## src/iatc_pkg.sv

```systemverilog
package iatc_pkg;
	// Clock and microsecond tick derivation.
	localparam int CLK_FREQ_HZ = 50000000;
	localparam int US_PER_S = 1000000;
	localparam int TICK_CYCLES = CLK_FREQ_HZ / US_PER_S;
	localparam int TICK_W = 6;
	// Structure sizes.
	localparam int NUM_TRIG = 2;
	localparam int TRIG_FRAME = 0;
	localparam int TRIG_BURST = 1;
	localparam int NUM_LINES = 4;
	localparam int NUM_KNEE = 4;
	localparam int TIME_W = 24;
	localparam logic [15:0] LINES_PER_FRAME = 16'h01E0;
	// Register byte offsets.
	localparam logic [7:0] A_CMD = 8'h00;
	localparam logic [7:0] A_MODE = 8'h04;
	localparam logic [7:0] A_MFC = 8'h08;
	localparam logic [7:0] A_BFC = 8'h0C;
	localparam logic [7:0] A_FRATE = 8'h10;
	localparam logic [7:0] A_LRATE = 8'h14;
	localparam logic [7:0] A_EXPO = 8'h18;
	localparam logic [7:0] A_STAT = 8'h1C;
	localparam logic [7:0] A_TCFG = 8'h20;
	localparam logic [7:0] A_TDLY = 8'h24;
	localparam logic [7:0] A_TDM = 8'h28;
	localparam logic [7:0] A_KCTL = 8'h2C;
	localparam logic [7:0] A_KPRM = 8'h30;
	// Command bits.
	localparam int CB_START = 0;
	localparam int CB_STOP = 1;
	localparam int CB_ABORT = 2;
	localparam int CB_ARM = 3;
	localparam int CB_SOFT = 4;
	// Mode register fields.
	localparam int MB_CMODE = 0;
	localparam int MB_FREN = 2;
	localparam int MB_LREN = 3;
	localparam int MB_EXPTW = 4;
	localparam int MB_AUTO = 5;
	localparam int MB_KNEE = 6;
	localparam int MB_SSEL = 8;
	localparam int MB_TSEL = 12;
	// Trigger config fields.
	localparam int TC_ACT = 0;
	localparam int TC_ORG = 1;
	localparam int TC_COND = 4;
	localparam int TC_OVL = 6;
	// Knee parameter fields, and the knee selector field of knee control.
	localparam int KB_EXP = 0;
	localparam int KB_SAT = 8;
	localparam int KB_INT = 16;
	localparam int KB_GRAD = 24;
	localparam int KB_SEL = 4;
	// Writable masks and reset values.
	localparam logic [31:0] MODE_MASK = 32'h0000137F;
	localparam logic [31:0] CNT_MASK = 32'h0000FFFF;
	localparam logic [31:0] TIME_MASK = 32'h00FFFFFF;
	localparam logic [31:0] TCFG_MASK = 32'h0000007F;
	localparam logic [31:0] KCTL_MASK = 32'h00000033;
	localparam logic [31:0] KPRM_MASK = 32'hFF7F7F7F;
	localparam logic [31:0] MODE_RST = 32'h00000000;
	localparam logic [31:0] CNT_RST = 32'h00000001;
	localparam logic [31:0] EXPO_RST = 32'h000003E8;
	localparam logic [31:0] RATE_RST = 32'h00000000;
	localparam logic [31:0] TDM_RST = 32'h00000101;
	localparam logic [6:0] FULL_PCT = 7'h64;
	localparam logic [1:0] RESP_OK = 2'h0;
	localparam logic [1:0] RESP_ERR = 2'h2;
	typedef enum logic [1:0] {CM_CONT, CM_SINGLE, CM_MULTI, CM_RSVD} iatc_cmode_t;
	typedef enum logic [1:0] {TA_RISE, TA_FALL, TA_HIGH, TA_LOW} iatc_cond_t;
endpackage

```

## src/iatc_top.sv

```systemverilog
// Summary of operation
// Stop finishes current frame, then ends capture.
// Abort ends capture at once.
// Optional arm precedes capture start.
// Multi-frame mode captures exactly programmed frame count.
// Each burst trigger captures burst frame count.
// Frame rate writable and used only when enabled.
// Line rate writable and used only when enabled.
// Status bit shows selected internal acquisition signal.
// Per-trigger mode enables or ignores that trigger.
// Software trigger command makes one trigger event.
// Trigger source is software or input line.
// Activation chooses edge or level as trigger; the code triggers on edges only, high acting as rise and low as fall.
// Overlap policy decides acceptance during busy frame.
// Trigger waits programmed microsecond delay before acting.
// Divider passes one per N trigger pulses.
// Multiplier makes N triggers per pulse.
// Programmed exposure used only timed, auto off.
// Auto exposure applies only in timed mode.
// Knee count sets knees and extra slopes.
// Knee exposure limit is percent of exposure.
// Knee saturation threshold is percent of full.
// Knee carries intensity bound and slope gradient.
// Delays and exposure timed by microsecond tick.
`timescale 1ns/1ps
module iatc_top
(
	input wire logic aclk,
	input wire logic aresetn,
	input wire logic [7:0] s_axi_awaddr,
	input wire logic s_axi_awvalid,
	output logic s_axi_awready,
	input wire logic [31:0] s_axi_wdata,
	input wire logic [3:0] s_axi_wstrb,
	input wire logic s_axi_wvalid,
	output logic s_axi_wready,
	output logic [1:0] s_axi_bresp,
	output logic s_axi_bvalid,
	input wire logic s_axi_bready,
	input wire logic [7:0] s_axi_araddr,
	input wire logic s_axi_arvalid,
	output logic s_axi_arready,
	output logic [31:0] s_axi_rdata,
	output logic [1:0] s_axi_rresp,
	output logic s_axi_rvalid,
	input wire logic s_axi_rready,
	input wire logic [iatc_pkg::NUM_LINES-1:0] trig_line_in,
	input wire logic [iatc_pkg::TIME_W-1:0] auto_exposure_us,
	output logic frame_start,
	output logic exposure_active,
	output logic frame_active,
	output logic line_strobe,
	output logic [1:0] knee_slope,
	output logic [6:0] knee_saturation_pct,
	output logic [6:0] knee_intensity_bound,
	output logic [7:0] knee_slope_gradient
);
	import iatc_pkg::*;
	typedef enum logic [2:0] {S_IDLE, S_ARMED, S_RUN, S_EXPOSE, S_READOUT} iatc_state_t;

	// Byte-lane merge shared by every writable register.
	function automatic logic [31:0] merge(input logic [31:0] old, input logic [31:0] nw,
		input logic [3:0] strb, input logic [31:0] mask);
		logic [31:0] r;
		r = old;
		for (int i = 0; i < 4; i++)
			if (strb[i])
				r[i*8 +: 8] = nw[i*8 +: 8];
		merge = r & mask;
	endfunction

	// True once elapsed time has reached pct percent of the target.
	function automatic logic reached(input logic [TIME_W-1:0] cnt, input logic [TIME_W-1:0] tgt,
		input logic [6:0] pct);
		reached = (32'(cnt) * 32'h00000064) >= (32'(pct) * 32'(tgt));
	endfunction

	logic [7:0] aw_addr_reg;
	logic [31:0] w_data_reg;
	logic [3:0] w_strb_reg;
	logic wr_go;
	logic wr_hit;
	logic [31:0] cmd;
	logic [31:0] mode_reg;
	logic [31:0] mfc_reg;
	logic [31:0] bfc_reg;
	logic [31:0] frate_reg;
	logic [31:0] lrate_reg;
	logic [31:0] expo_reg;
	logic [31:0] kctl_reg;
	logic [31:0] tcfg_reg [NUM_TRIG];
	logic [31:0] tdly_reg [NUM_TRIG];
	logic [31:0] tdm_reg [NUM_TRIG];
	logic [31:0] kprm_reg [NUM_KNEE];
	logic [31:0] rd_word;
	logic rd_ok;
	logic [NUM_LINES-1:0] line_meta_reg;
	logic [NUM_LINES-1:0] line_sync_reg;
	logic us_tick;
	logic [NUM_TRIG-1:0] trig_evt;
	logic [NUM_TRIG-1:0] trig_lvl;
	logic tsel;
	logic [1:0] ksel;
	iatc_state_t state_reg;
	logic [15:0] frames_left_reg;
	logic [15:0] burst_left_reg;
	logic stop_pend_reg;
	logic pend_reg;
	logic [TIME_W-1:0] fr_cnt_reg;
	logic [TIME_W-1:0] exp_cnt_reg;
	logic [TIME_W-1:0] exp_tgt_reg;
	logic [TIME_W-1:0] lr_cnt_reg;
	logic [15:0] line_cnt_reg;
	logic busy;
	logic timed;
	logic frame_trig_on;
	logic burst_trig_on;
	logic go_ok;
	logic start_frame;
	logic exp_done;
	logic line_go;
	logic frame_done;
	logic [1:0] kidx;
	logic status_signal_value_reg;

	assign tsel = mode_reg[MB_TSEL];
	assign ksel = kctl_reg[KB_SEL +: 2];
	assign wr_go = !s_axi_awready && !s_axi_wready && !s_axi_bvalid;
	assign cmd = (wr_go && aw_addr_reg == A_CMD) ? merge(32'h0, w_data_reg, w_strb_reg,
		32'hFFFFFFFF) : 32'h0;

	// AXI write channels: address and data taken in either order, response after both.
	always_ff @(posedge aclk)
	begin
		if (!aresetn)
		begin
			s_axi_awready <= 1'b1;
			s_axi_wready <= 1'b1;
			s_axi_bvalid <= 1'b0;
			s_axi_bresp <= RESP_OK;
			aw_addr_reg <= 8'h00;
			w_data_reg <= 32'h0;
			w_strb_reg <= 4'h0;
		end
		else
		begin
			if (s_axi_awvalid && s_axi_awready)
			begin
				s_axi_awready <= 1'b0;
				aw_addr_reg <= s_axi_awaddr;
			end
			if (s_axi_wvalid && s_axi_wready)
			begin
				s_axi_wready <= 1'b0;
				w_data_reg <= s_axi_wdata;
				w_strb_reg <= s_axi_wstrb;
			end
			if (wr_go)
			begin
				s_axi_bvalid <= 1'b1;
				s_axi_bresp <= wr_hit ? RESP_OK : RESP_ERR;
			end
			else if (s_axi_bvalid && s_axi_bready)
			begin
				s_axi_bvalid <= 1'b0;
				s_axi_awready <= 1'b1;
				s_axi_wready <= 1'b1;
			end
		end
	end

	always_comb
	begin
		unique case (aw_addr_reg)
			A_CMD, A_MODE, A_MFC, A_BFC, A_FRATE, A_LRATE, A_EXPO, A_STAT,
			A_TCFG, A_TDLY, A_TDM, A_KCTL, A_KPRM: wr_hit = 1'b1;
			default: wr_hit = 1'b0;
		endcase
	end

	// Global control registers; rate settings ignore writes while disabled.
	always_ff @(posedge aclk)
	begin
		if (!aresetn)
		begin
			mode_reg <= MODE_RST;
			mfc_reg <= CNT_RST;
			bfc_reg <= CNT_RST;
			frate_reg <= RATE_RST;
			lrate_reg <= RATE_RST;
			expo_reg <= EXPO_RST;
			kctl_reg <= MODE_RST;
		end
		else if (wr_go)
		begin
			if (aw_addr_reg == A_MODE)
				mode_reg <= merge(mode_reg, w_data_reg, w_strb_reg, MODE_MASK);
			if (aw_addr_reg == A_MFC)
				mfc_reg <= merge(mfc_reg, w_data_reg, w_strb_reg, CNT_MASK);
			if (aw_addr_reg == A_BFC)
				bfc_reg <= merge(bfc_reg, w_data_reg, w_strb_reg, CNT_MASK);
			if (aw_addr_reg == A_FRATE && mode_reg[MB_FREN])
				frate_reg <= merge(frate_reg, w_data_reg, w_strb_reg, TIME_MASK);
			if (aw_addr_reg == A_LRATE && mode_reg[MB_LREN])
				lrate_reg <= merge(lrate_reg, w_data_reg, w_strb_reg, TIME_MASK);
			if (aw_addr_reg == A_EXPO)
				expo_reg <= merge(expo_reg, w_data_reg, w_strb_reg, TIME_MASK);
			if (aw_addr_reg == A_KCTL)
				kctl_reg <= merge(kctl_reg, w_data_reg, w_strb_reg, KCTL_MASK);
		end
	end

	// Banked trigger and knee settings, addressed through their selectors.
	always_ff @(posedge aclk)
	begin
		if (!aresetn)
		begin
			for (int i = 0; i < NUM_TRIG; i++)
			begin
				tcfg_reg[i] <= MODE_RST;
				tdly_reg[i] <= MODE_RST;
				tdm_reg[i] <= TDM_RST;
			end
			for (int k = 0; k < NUM_KNEE; k++)
				kprm_reg[k] <= MODE_RST;
		end
		else if (wr_go)
		begin
			if (aw_addr_reg == A_TCFG)
				tcfg_reg[tsel] <= merge(tcfg_reg[tsel], w_data_reg, w_strb_reg, TCFG_MASK);
			if (aw_addr_reg == A_TDLY)
				tdly_reg[tsel] <= merge(tdly_reg[tsel], w_data_reg, w_strb_reg, CNT_MASK);
			if (aw_addr_reg == A_TDM)
				tdm_reg[tsel] <= merge(tdm_reg[tsel], w_data_reg, w_strb_reg, CNT_MASK);
			if (aw_addr_reg == A_KPRM)
				kprm_reg[ksel] <= merge(kprm_reg[ksel], w_data_reg, w_strb_reg, KPRM_MASK);
		end
	end

	// Read decode; unmapped addresses answer with a slave error.
	always_comb
	begin
		rd_ok = 1'b1;
		unique case (s_axi_araddr)
			A_CMD: rd_word = 32'h0;
			A_MODE: rd_word = mode_reg;
			A_MFC: rd_word = mfc_reg;
			A_BFC: rd_word = bfc_reg;
			A_FRATE: rd_word = frate_reg;
			A_LRATE: rd_word = lrate_reg;
			A_EXPO: rd_word = expo_reg;
			A_STAT: rd_word = {27'h0, frame_active, exposure_active,
				state_reg == S_RUN, state_reg == S_ARMED, status_signal_value_reg};
			A_TCFG: rd_word = tcfg_reg[tsel];
			A_TDLY: rd_word = tdly_reg[tsel];
			A_TDM: rd_word = tdm_reg[tsel];
			A_KCTL: rd_word = kctl_reg;
			A_KPRM: rd_word = kprm_reg[ksel];
			default:
			begin
				rd_word = 32'h0;
				rd_ok = 1'b0;
			end
		endcase
	end

	// AXI read channel: data one cycle after the address is taken.
	always_ff @(posedge aclk)
	begin
		if (!aresetn)
		begin
			s_axi_arready <= 1'b1;
			s_axi_rvalid <= 1'b0;
			s_axi_rdata <= 32'h0;
			s_axi_rresp <= RESP_OK;
		end
		else if (s_axi_arvalid && s_axi_arready)
		begin
			s_axi_arready <= 1'b0;
			s_axi_rvalid <= 1'b1;
			s_axi_rdata <= rd_word;
			s_axi_rresp <= rd_ok ? RESP_OK : RESP_ERR;
		end
		else if (s_axi_rvalid && s_axi_rready)
		begin
			s_axi_rvalid <= 1'b0;
			s_axi_arready <= 1'b1;
		end
	end

	// Trigger pins come from outside and pass two flops first.
	always_ff @(posedge aclk)
	begin
		if (!aresetn)
		begin
			line_meta_reg <= '0;
			line_sync_reg <= '0;
		end
		else
		begin
			line_meta_reg <= trig_line_in;
			line_sync_reg <= line_meta_reg;
		end
	end

	iatc_us_tick u_tick
	(
		.aclk(aclk),
		.aresetn(aresetn),
		.us_tick(us_tick)
	);

	// One conditioning path per trigger type: frame start and burst start.
	for (genvar g = 0; g < NUM_TRIG; g++)
	begin : g_trig
		iatc_trig u_trig
		(
			.aclk(aclk),
			.aresetn(aresetn),
			.us_tick(us_tick),
			.soft_pulse(cmd[CB_SOFT] && tsel == 1'(g)),
			.line_lvl(line_sync_reg),
			.trig_active(tcfg_reg[g][TC_ACT]),
			.trig_origin(tcfg_reg[g][TC_ORG +: 3]),
			.trig_condition(tcfg_reg[g][TC_COND +: 2]),
			.trig_latency_us(tdly_reg[g][15:0]),
			.trig_div_factor(tdm_reg[g][7:0]),
			.trig_mult_factor(tdm_reg[g][15:8]),
			.trig_evt(trig_evt[g]),
			.trig_lvl(trig_lvl[g])
		);
	end

	assign busy = state_reg == S_EXPOSE || state_reg == S_READOUT;
	assign timed = !mode_reg[MB_EXPTW];
	assign frame_trig_on = tcfg_reg[TRIG_FRAME][TC_ACT];
	assign burst_trig_on = tcfg_reg[TRIG_BURST][TC_ACT];
	assign go_ok = (!burst_trig_on || burst_left_reg != 16'h0000)
		&& (!mode_reg[MB_FREN] || fr_cnt_reg >= frate_reg[TIME_W-1:0]);
	assign start_frame = state_reg == S_RUN && go_ok
		&& (!frame_trig_on || pend_reg || trig_evt[TRIG_FRAME]);
	assign exp_done = state_reg == S_EXPOSE && (timed ? exp_cnt_reg >= exp_tgt_reg
		: !trig_lvl[TRIG_FRAME]);
	assign line_go = state_reg == S_READOUT
		&& (!mode_reg[MB_LREN] || lr_cnt_reg >= lrate_reg[TIME_W-1:0]);
	assign frame_done = line_go && line_cnt_reg == LINES_PER_FRAME - 16'h0001;

	// Acquisition sequencer: abort beats stop, stop waits for frame end.
	always_ff @(posedge aclk)
	begin
		if (!aresetn || cmd[CB_ABORT])
		begin
			state_reg <= S_IDLE;
			stop_pend_reg <= 1'b0;
			frames_left_reg <= 16'h0000;
		end
		else
		begin
			unique case (state_reg)
				S_IDLE, S_ARMED:
					if (cmd[CB_START] && (mode_reg[MB_CMODE +: 2] != CM_MULTI
						|| mfc_reg[15:0] != 16'h0000))
					begin
						state_reg <= S_RUN;
						stop_pend_reg <= 1'b0;
						frames_left_reg <= (mode_reg[MB_CMODE +: 2] == CM_MULTI) ?
							mfc_reg[15:0] : 16'h0001;
					end
					else if (cmd[CB_ARM] && state_reg == S_IDLE)
						state_reg <= S_ARMED;
					else if (cmd[CB_STOP])
						state_reg <= S_IDLE;
				S_RUN:
					if (cmd[CB_STOP])
						state_reg <= S_IDLE;
					else if (start_frame)
						state_reg <= S_EXPOSE;
				S_EXPOSE:
				begin
					if (cmd[CB_STOP])
						stop_pend_reg <= 1'b1;
					if (exp_done)
						state_reg <= S_READOUT;
				end
				S_READOUT:
				begin
					if (cmd[CB_STOP])
						stop_pend_reg <= 1'b1;
					if (frame_done)
					begin
						if (mode_reg[MB_CMODE +: 2] != CM_CONT)
							frames_left_reg <= frames_left_reg - 16'h0001;
						if (cmd[CB_STOP] || stop_pend_reg || (mode_reg[MB_CMODE +: 2] != CM_CONT
							&& frames_left_reg == 16'h0001))
							state_reg <= S_IDLE;
						else
							state_reg <= S_RUN;
					end
				end
				default: state_reg <= S_IDLE;
			endcase
		end
	end

	// Trigger bookkeeping: overlap keeps a busy-time trigger, bursts reload count.
	always_ff @(posedge aclk)
	begin
		if (!aresetn || cmd[CB_ABORT] || state_reg == S_IDLE || state_reg == S_ARMED)
		begin
			pend_reg <= 1'b0;
			burst_left_reg <= 16'h0000;
		end
		else
		begin
			if (trig_evt[TRIG_FRAME] && (!busy || tcfg_reg[TRIG_FRAME][TC_OVL]) && !start_frame)
				pend_reg <= 1'b1;
			else if (start_frame)
				pend_reg <= 1'b0;
			if (trig_evt[TRIG_BURST])
				burst_left_reg <= bfc_reg[15:0];
			else if (start_frame && burst_trig_on)
				burst_left_reg <= burst_left_reg - 16'h0001;
		end
	end

	// Frame period counter in microseconds, restarted at each frame start.
	always_ff @(posedge aclk)
	begin
		if (!aresetn || start_frame)
			fr_cnt_reg <= '0;
		else if (us_tick && fr_cnt_reg != {TIME_W{1'b1}})
			fr_cnt_reg <= fr_cnt_reg + 1'b1;
	end

	// Exposure timer: auto value only when timed, programmed value otherwise.
	always_ff @(posedge aclk)
	begin
		if (!aresetn)
		begin
			exp_cnt_reg <= '0;
			exp_tgt_reg <= '0;
		end
		else if (start_frame)
		begin
			exp_cnt_reg <= '0;
			exp_tgt_reg <= (timed && mode_reg[MB_AUTO]) ? auto_exposure_us
				: expo_reg[TIME_W-1:0];
		end
		else if (state_reg == S_EXPOSE && us_tick)
			exp_cnt_reg <= exp_cnt_reg + 1'b1;
	end

	// Line pacing within readout; unpaced lines run one per clock.
	always_ff @(posedge aclk)
	begin
		if (!aresetn || state_reg != S_READOUT)
		begin
			lr_cnt_reg <= '0;
			line_cnt_reg <= 16'h0000;
		end
		else if (line_go)
		begin
			lr_cnt_reg <= '0;
			line_cnt_reg <= line_cnt_reg + 16'h0001;
		end
		else if (us_tick)
			lr_cnt_reg <= lr_cnt_reg + 1'b1;
	end

	// Active knee is the highest one, below the knee count, already reached.
	always_comb
	begin
		kidx = 2'h0;
		for (int k = 0; k < NUM_KNEE - 1; k++)
			if (k < int'(kctl_reg[1:0]) && reached(exp_cnt_reg, exp_tgt_reg,
				kprm_reg[k][KB_EXP +: 7]))
				kidx = 2'(k + 1);
	end

	// Registered outputs; slope zero reports full saturation and no gradient.
	always_ff @(posedge aclk)
	begin
		if (!aresetn)
		begin
			frame_start <= 1'b0;
			exposure_active <= 1'b0;
			frame_active <= 1'b0;
			line_strobe <= 1'b0;
			knee_slope <= 2'h0;
			knee_saturation_pct <= FULL_PCT;
			knee_intensity_bound <= FULL_PCT;
			knee_slope_gradient <= 8'h00;
			status_signal_value_reg <= 1'b0;
		end
		else
		begin
			frame_start <= start_frame && !cmd[CB_ABORT] && !cmd[CB_STOP];
			exposure_active <= state_reg == S_EXPOSE && !exp_done && !cmd[CB_ABORT];
			frame_active <= busy && !cmd[CB_ABORT];
			line_strobe <= line_go && !cmd[CB_ABORT];
			if (state_reg == S_EXPOSE && timed && mode_reg[MB_KNEE] && kidx != 2'h0)
			begin
				knee_slope <= kidx;
				knee_saturation_pct <= kprm_reg[kidx - 2'h1][KB_SAT +: 7];
				knee_intensity_bound <= kprm_reg[kidx - 2'h1][KB_INT +: 7];
				knee_slope_gradient <= kprm_reg[kidx - 2'h1][KB_GRAD +: 8];
			end
			else
			begin
				knee_slope <= 2'h0;
				knee_saturation_pct <= FULL_PCT;
				knee_intensity_bound <= FULL_PCT;
				knee_slope_gradient <= 8'h00;
			end
			unique case (mode_reg[MB_SSEL +: 2])
				2'h0: status_signal_value_reg <= state_reg != S_IDLE && state_reg != S_ARMED;
				2'h1: status_signal_value_reg <= state_reg == S_RUN;
				2'h2: status_signal_value_reg <= state_reg == S_EXPOSE;
				2'h3: status_signal_value_reg <= busy;
			endcase
		end
	end
endmodule

```

## src/iatc_trig.sv

```systemverilog
`timescale 1ns/1ps
module iatc_trig
(
	input wire logic aclk,
	input wire logic aresetn,
	input wire logic us_tick,
	input wire logic soft_pulse,
	input wire logic [iatc_pkg::NUM_LINES-1:0] line_lvl,
	input wire logic trig_active,
	input wire logic [2:0] trig_origin,
	input wire logic [1:0] trig_condition,
	input wire logic [15:0] trig_latency_us,
	input wire logic [7:0] trig_div_factor,
	input wire logic [7:0] trig_mult_factor,
	output logic trig_evt,
	output logic trig_lvl
);
	import iatc_pkg::*;
	logic src;
	logic lvl_d_reg;
	logic raw;
	logic pass;
	logic [7:0] div_cnt_reg;
	logic dly_busy_reg;
	logic [15:0] dly_cnt_reg;
	logic fire;
	logic [7:0] mult_left_reg;

	// Origin 0 is software only; 1..4 pick a synchronised line.
	always_comb
	begin
		src = 1'b0;
		if (trig_origin != 3'h0 && trig_origin <= 3'(NUM_LINES))
			src = line_lvl[trig_origin[1:0] - 2'h1];
		trig_lvl = (trig_condition == TA_FALL || trig_condition == TA_LOW) ? !src : src;
		raw = trig_active && ((trig_lvl && !lvl_d_reg) || soft_pulse);
		pass = raw && (div_cnt_reg + 8'h01 >= trig_div_factor);
		fire = (pass && !dly_busy_reg && trig_latency_us == 16'h0000)
			|| (dly_busy_reg && us_tick && dly_cnt_reg == 16'h0000);
	end

	// Divider keeps one of every N qualified events; factor 0 acts as 1.
	always_ff @(posedge aclk)
	begin
		if (!aresetn || !trig_active)
		begin
			lvl_d_reg <= trig_lvl; // Tracks the pin, so activation makes no false edge.
			div_cnt_reg <= 8'h00;
		end
		else
		begin
			lvl_d_reg <= trig_lvl;
			if (pass)
				div_cnt_reg <= 8'h00;
			else if (raw)
				div_cnt_reg <= div_cnt_reg + 8'h01;
		end
	end

	// One delay at a time, events during it drop; it fires a tick after zero, never short.
	always_ff @(posedge aclk)
	begin
		if (!aresetn || !trig_active)
		begin
			dly_busy_reg <= 1'b0;
			dly_cnt_reg <= 16'h0000;
		end
		else if (pass && !dly_busy_reg && trig_latency_us != 16'h0000)
		begin
			dly_busy_reg <= 1'b1;
			dly_cnt_reg <= trig_latency_us;
		end
		else if (dly_busy_reg && us_tick)
		begin
			dly_cnt_reg <= dly_cnt_reg - 16'h0001;
			dly_busy_reg <= (dly_cnt_reg != 16'h0000);
		end
	end

	// Multiplier: first pulse at once, the rest one per microsecond.
	always_ff @(posedge aclk)
	begin
		if (!aresetn || !trig_active)
		begin
			trig_evt <= 1'b0;
			mult_left_reg <= 8'h00;
		end
		else if (fire)
		begin
			trig_evt <= 1'b1;
			mult_left_reg <= (trig_mult_factor == 8'h00) ? 8'h00 : trig_mult_factor - 8'h01;
		end
		else
		begin
			trig_evt <= us_tick && mult_left_reg != 8'h00;
			if (us_tick && mult_left_reg != 8'h00)
				mult_left_reg <= mult_left_reg - 8'h01;
		end
	end
endmodule

```

## src/iatc_us_tick.sv

```systemverilog
`timescale 1ns/1ps
module iatc_us_tick
(
	input wire logic aclk,
	input wire logic aresetn,
	output logic us_tick
);
	import iatc_pkg::*;
	logic [TICK_W-1:0] cnt_reg;

	// One-cycle pulse every microsecond; all delays count these.
	always_ff @(posedge aclk)
	begin
		if (!aresetn)
		begin
			cnt_reg <= '0;
			us_tick <= 1'b0;
		end
		else
		begin
			us_tick <= (cnt_reg == TICK_W'(TICK_CYCLES - 1));
			cnt_reg <= (cnt_reg == TICK_W'(TICK_CYCLES - 1)) ? '0 : cnt_reg + 1'b1;
		end
	end
endmodule

```

## config.mk

```make
export PLATFORM = sky130hd
export DESIGN_NAME = iatc_top
export DESIGN_NICKNAME = d
export VERILOG_FILES = /design/src/iatc_pkg.sv /design/src/iatc_top.sv /design/src/iatc_trig.sv /design/src/iatc_us_tick.sv
export SDC_FILE = /design/constraint.sdc
export NUM_CORES = 2
export LEC_CHECK = 0
export BUFFER_PORTS_ARGS = -buffer_cell sky130_fd_sc_hd__buf_2
export CORE_MARGIN = 8
export CORE_UTILIZATION = 64
export DETAILED_ROUTE_END_ITERATION = 8
export GPL_TIMING_DRIVEN = 0
export HOLD_SLACK_MARGIN = 0.03
export PLACE_DENSITY_LB_ADDON = 0.08
export SLEW_MARGIN = 20
export SYNTH_ARGS = -nofsm -noshare
export SYNTH_HDL_FRONTEND = slang
export SYNTH_HIERARCHICAL = 1
export SYNTH_SLANG_ARGS = --single-unit
```

## constraint.sdc

```tcl
create_clock -name aclk -period 10.3 [get_ports aclk]
set_clock_uncertainty 0.05 [all_clocks]
set_input_delay 1.03 -clock aclk [delete_from_list [all_inputs] [get_ports aclk]]
set_output_delay 1.03 -clock aclk [all_outputs]
set_load 0.05 [all_outputs]
```

==> reports/summary.md <==
* **TritonCTS clock tree** yes
* **CP Data Arrival Time** 10360 ps
* **xor/xnor share of the synthesized area** 0.0427
* **leakage power summed over all cells** 25.7 nW
* **post-synthesis area per instance** 9.24 um2
* **via count** 44300
* **nets** 6751
* **starting density of the core** 0.642
* **area share of the largest cell type after synthesis** 0.179
* **part of the total power dissipated in the clock network** 0.469
* **number of buffers inserted by port buffering** 151
* **number of antenna violations at the first check in global routing** 6
* **run status** finished, final reports clean
* **routed vias/inst** 6.30
* **cell taking the most area after synthesis** dfxtp_1
* **Critical Path End Type** flop
* **drt first pass iters** 6
* **H-tree levels** 3
* **top_reg_cell synth** dfxtp_1
* **proportion of power drawn by flip-flops and latches** 0.478
* **Relative slew margins** 0.212
* **buffer levels on the longest clock path** 3
* **pin slew with the least headroom to its limit** 1180 ps
* **NetSw** 0.00143 W
* **final period demand of the worst path** 9950 ps
* **path category of the worst min-delay check** flop to flop
* **Power Internal** 0.00436 W
* **number of instances in the synthesized netlist** 5659
* **max-slew violation count** 0
* **largest voltage drop on the vdd net** 0.140 mV
* **number of global-route vias before repair** 43600
* **Max Cap Viol** 0
* **commonest cells after routing, fill and taps aside** nand2_1 (475), nor2_1 (475), dfxtp_1 (467), inv_1 (461), ha_1 (419)
* **distinct cell type count of the synthesized netlist** 94
* **maximum number of pins on one net before global-route repair** 30
* **required time of the worst setup path** 10710 ps
* **cell at the root of the clock tree** clkbuf_16
* **async set or reset register ratio after synthesis** 0
* **latest clock arrival within the worst-skew pair** 650 ps
* **max reg flops** 116
* **area fraction in compound gates after synthesis** 0.128
* **critical setup path kind** flop to flop
* **DP Wirelength** 134000 um
* **routed length on met3** 18300 um
* **Post-DRT Antenna Nets** 0
* **wire length on met1** 65800 um
* **share of power burned in combinational logic** 0.053
* **initial detailed-routing violation count** 4709
* **max frequency** 100 MHz
* **GRT Overall Usage** 0.368
* **summed instance area of the synthesized netlist** 0.0523 mm2
* **share of post-route cells with drive strength above 1** 0.0730
* **routed length on met2** 75400 um
* **vertical extent of the die** 302 um
* **area grow syn2layout** 9.14%
* **GP Congestion** 1.02
* **mux cell area share after synthesis** 0.0594
* **overall die width** 302 um
* **number of cell rows** 105
* **post-route clock period utilization** 0.966
* **detail-routed net length per standard cell** 24.2 um
* **FILL cells** 6551
* **register area share after synthesis** 0.290
* **worst slack at placement** -1410 ps
* **I/O pin count** 156
* **net switching share of the total power** 0.247
* **wire length of the first global-routing pass** 257000 um
* **final core occ** 0.701
* **full die area** 0.0911 mm2
* **power per cell area** 102 mW/mm2
* **Clock Sinks** 662
* **clock-pin transition on the worst setup and hold timing paths** 60 ps
* **dominant combinational cell family by area after synthesis** adder cells
* **register bit count reported by yosys** 662
* **post-detailed-route DRC marker count** 0
* **final global-route overflow total** 0
* **highest metal layer used by the detailed router** met5
* **CTS Buf Count** 75
* **simple-gate share of the synthesized area** 0.191
* **Core ar.** 0.0815 mm2
* **critical path fanouts, max** 10
* **Hold Violations, Final** 0
* **CP max-delay cell** a2111oi_0
* **Critical Path Max Stage Delay** 710 ps
* **slack of the critical path** 346 ps
* **synthesis warning total** 6
* **adder and majority cell fraction of the synthesized area** 0.233
* **startpoint type of the worst setup path** flop
* **count of flip-flops with a built-in enable after synthesis** 194
* **final routed wirelength across all metal layers** 170000 um
* **top area cells in the synthesized netlist** dfxtp_1 (18%), fa_1 (13%), edfxtp_1 (11%)
* **final setup vio count** 0
cell usage after synthesis (all sizes together) (131+ instances only):
master and instances:
nand2 480, nor2 475, dfxtp 468, inv 461, ha 419, and2 400
fa 346, clkbuf 263, a21oi 203, edfxtp 194, mux2i 191, nor2b 162
xnor2 150, o21ai 141, nand3 131
worst paths after layout:
path / startpoint / end / slack, ps / cells after the start
worst max-delay path: kprm_reg[0][6] / knee_saturation_pct[6] / 350 / 32
worst min-delay path: line_meta_reg[0] / line_sync_reg[0] / 390 / 1
worst max register to register: kprm_reg[0][6] / knee_saturation_pct[6] / 350 / 32
worst min register to register: line_meta_reg[0] / line_sync_reg[0] / 390 / 1
what timing repair did:
| action | 4_1_cts | 5_1_grt |
|---|---|---|
| buffers inserted | 0 | 9 |
| resized for setup | 9 | 24 |
| gates cloned | 0 | 0 |
| pin swaps | 0 | 2 |
| hold buffers | 0 | 0 |
| setup endpoints to repair | 24 | 24 |
power by group through the flow:
stage	logic, W	registers (W)	clock network, W
2_1_floorplan	0.000153	0.00280	0
3_3_place_gp	0.000284	0.00282	0
3_5_place_dp	0.000290	0.00282	0
4_1_cts	0.000292	0.00277	0.00271
5_1_grt	0.000317	0.00277	0.00283
6_report	0.000306	0.00277	0.00272
worst max-delay path: cells and delay by family (launching register included):
family          cells  cell delay, ps
simple gates        2             310
flops               1             570
compound gates     15            4020
xor+xnor            1             170
fa+ha+maj           7            2930
buf+inv             7            1700
cells by family (layout without fill, tap and decap cells):
family	count (synthesis)	in the layout
flops	662	662
xor+xnor	255	255
compound gates	962	962
mux	266	266
fa+ha+maj	765	765
other cells	1	4
buf+inv	752	1052
simple gates	1996	1996
area by class of cell:
type / count / area, um2 / share of cell area
Inverter: 462 / 1730 / 0.0304
Clock buffer: 98 / 2030 / 0.0356
Tap cell: 1070 / 1340 / 0.0235
Multi-Input combinational cell: 4246 / 34300 / 0.601
Clock inverter: 40 / 440 / 0.00771
Buffer: 288 / 1160 / 0.0203
Sequential cell: 662 / 15200 / 0.266
Antenna cell: 2 / 5.00 / 0.0000877
Timing Repair Buffer: 164 / 901 / 0.0158
stage by stage:
stage	instance area [um2]	setup TNS, ps	power [W]	instances	hold slack [ps]
floorplan	52300	0	0.00296	5660	362
global placement	54400	-26120	0.00311	6881	377
detailed placement	54500	-28430	0.00311	6885	374
CTS	57000	0	0.00577	7022	395
global route	57100	-86.0	0.00591	7030	399
finish	57100	0	0.00580	7032	394
layer usage:
metal,global-route usage,vias to the layer above
met5,0,-
met4,0.199,2
met2,0.578,2344
met1,0.472,21500
met3,0.0848,488
li1,-,19900
No activity file was read; power rests on OpenSTA's default activity.
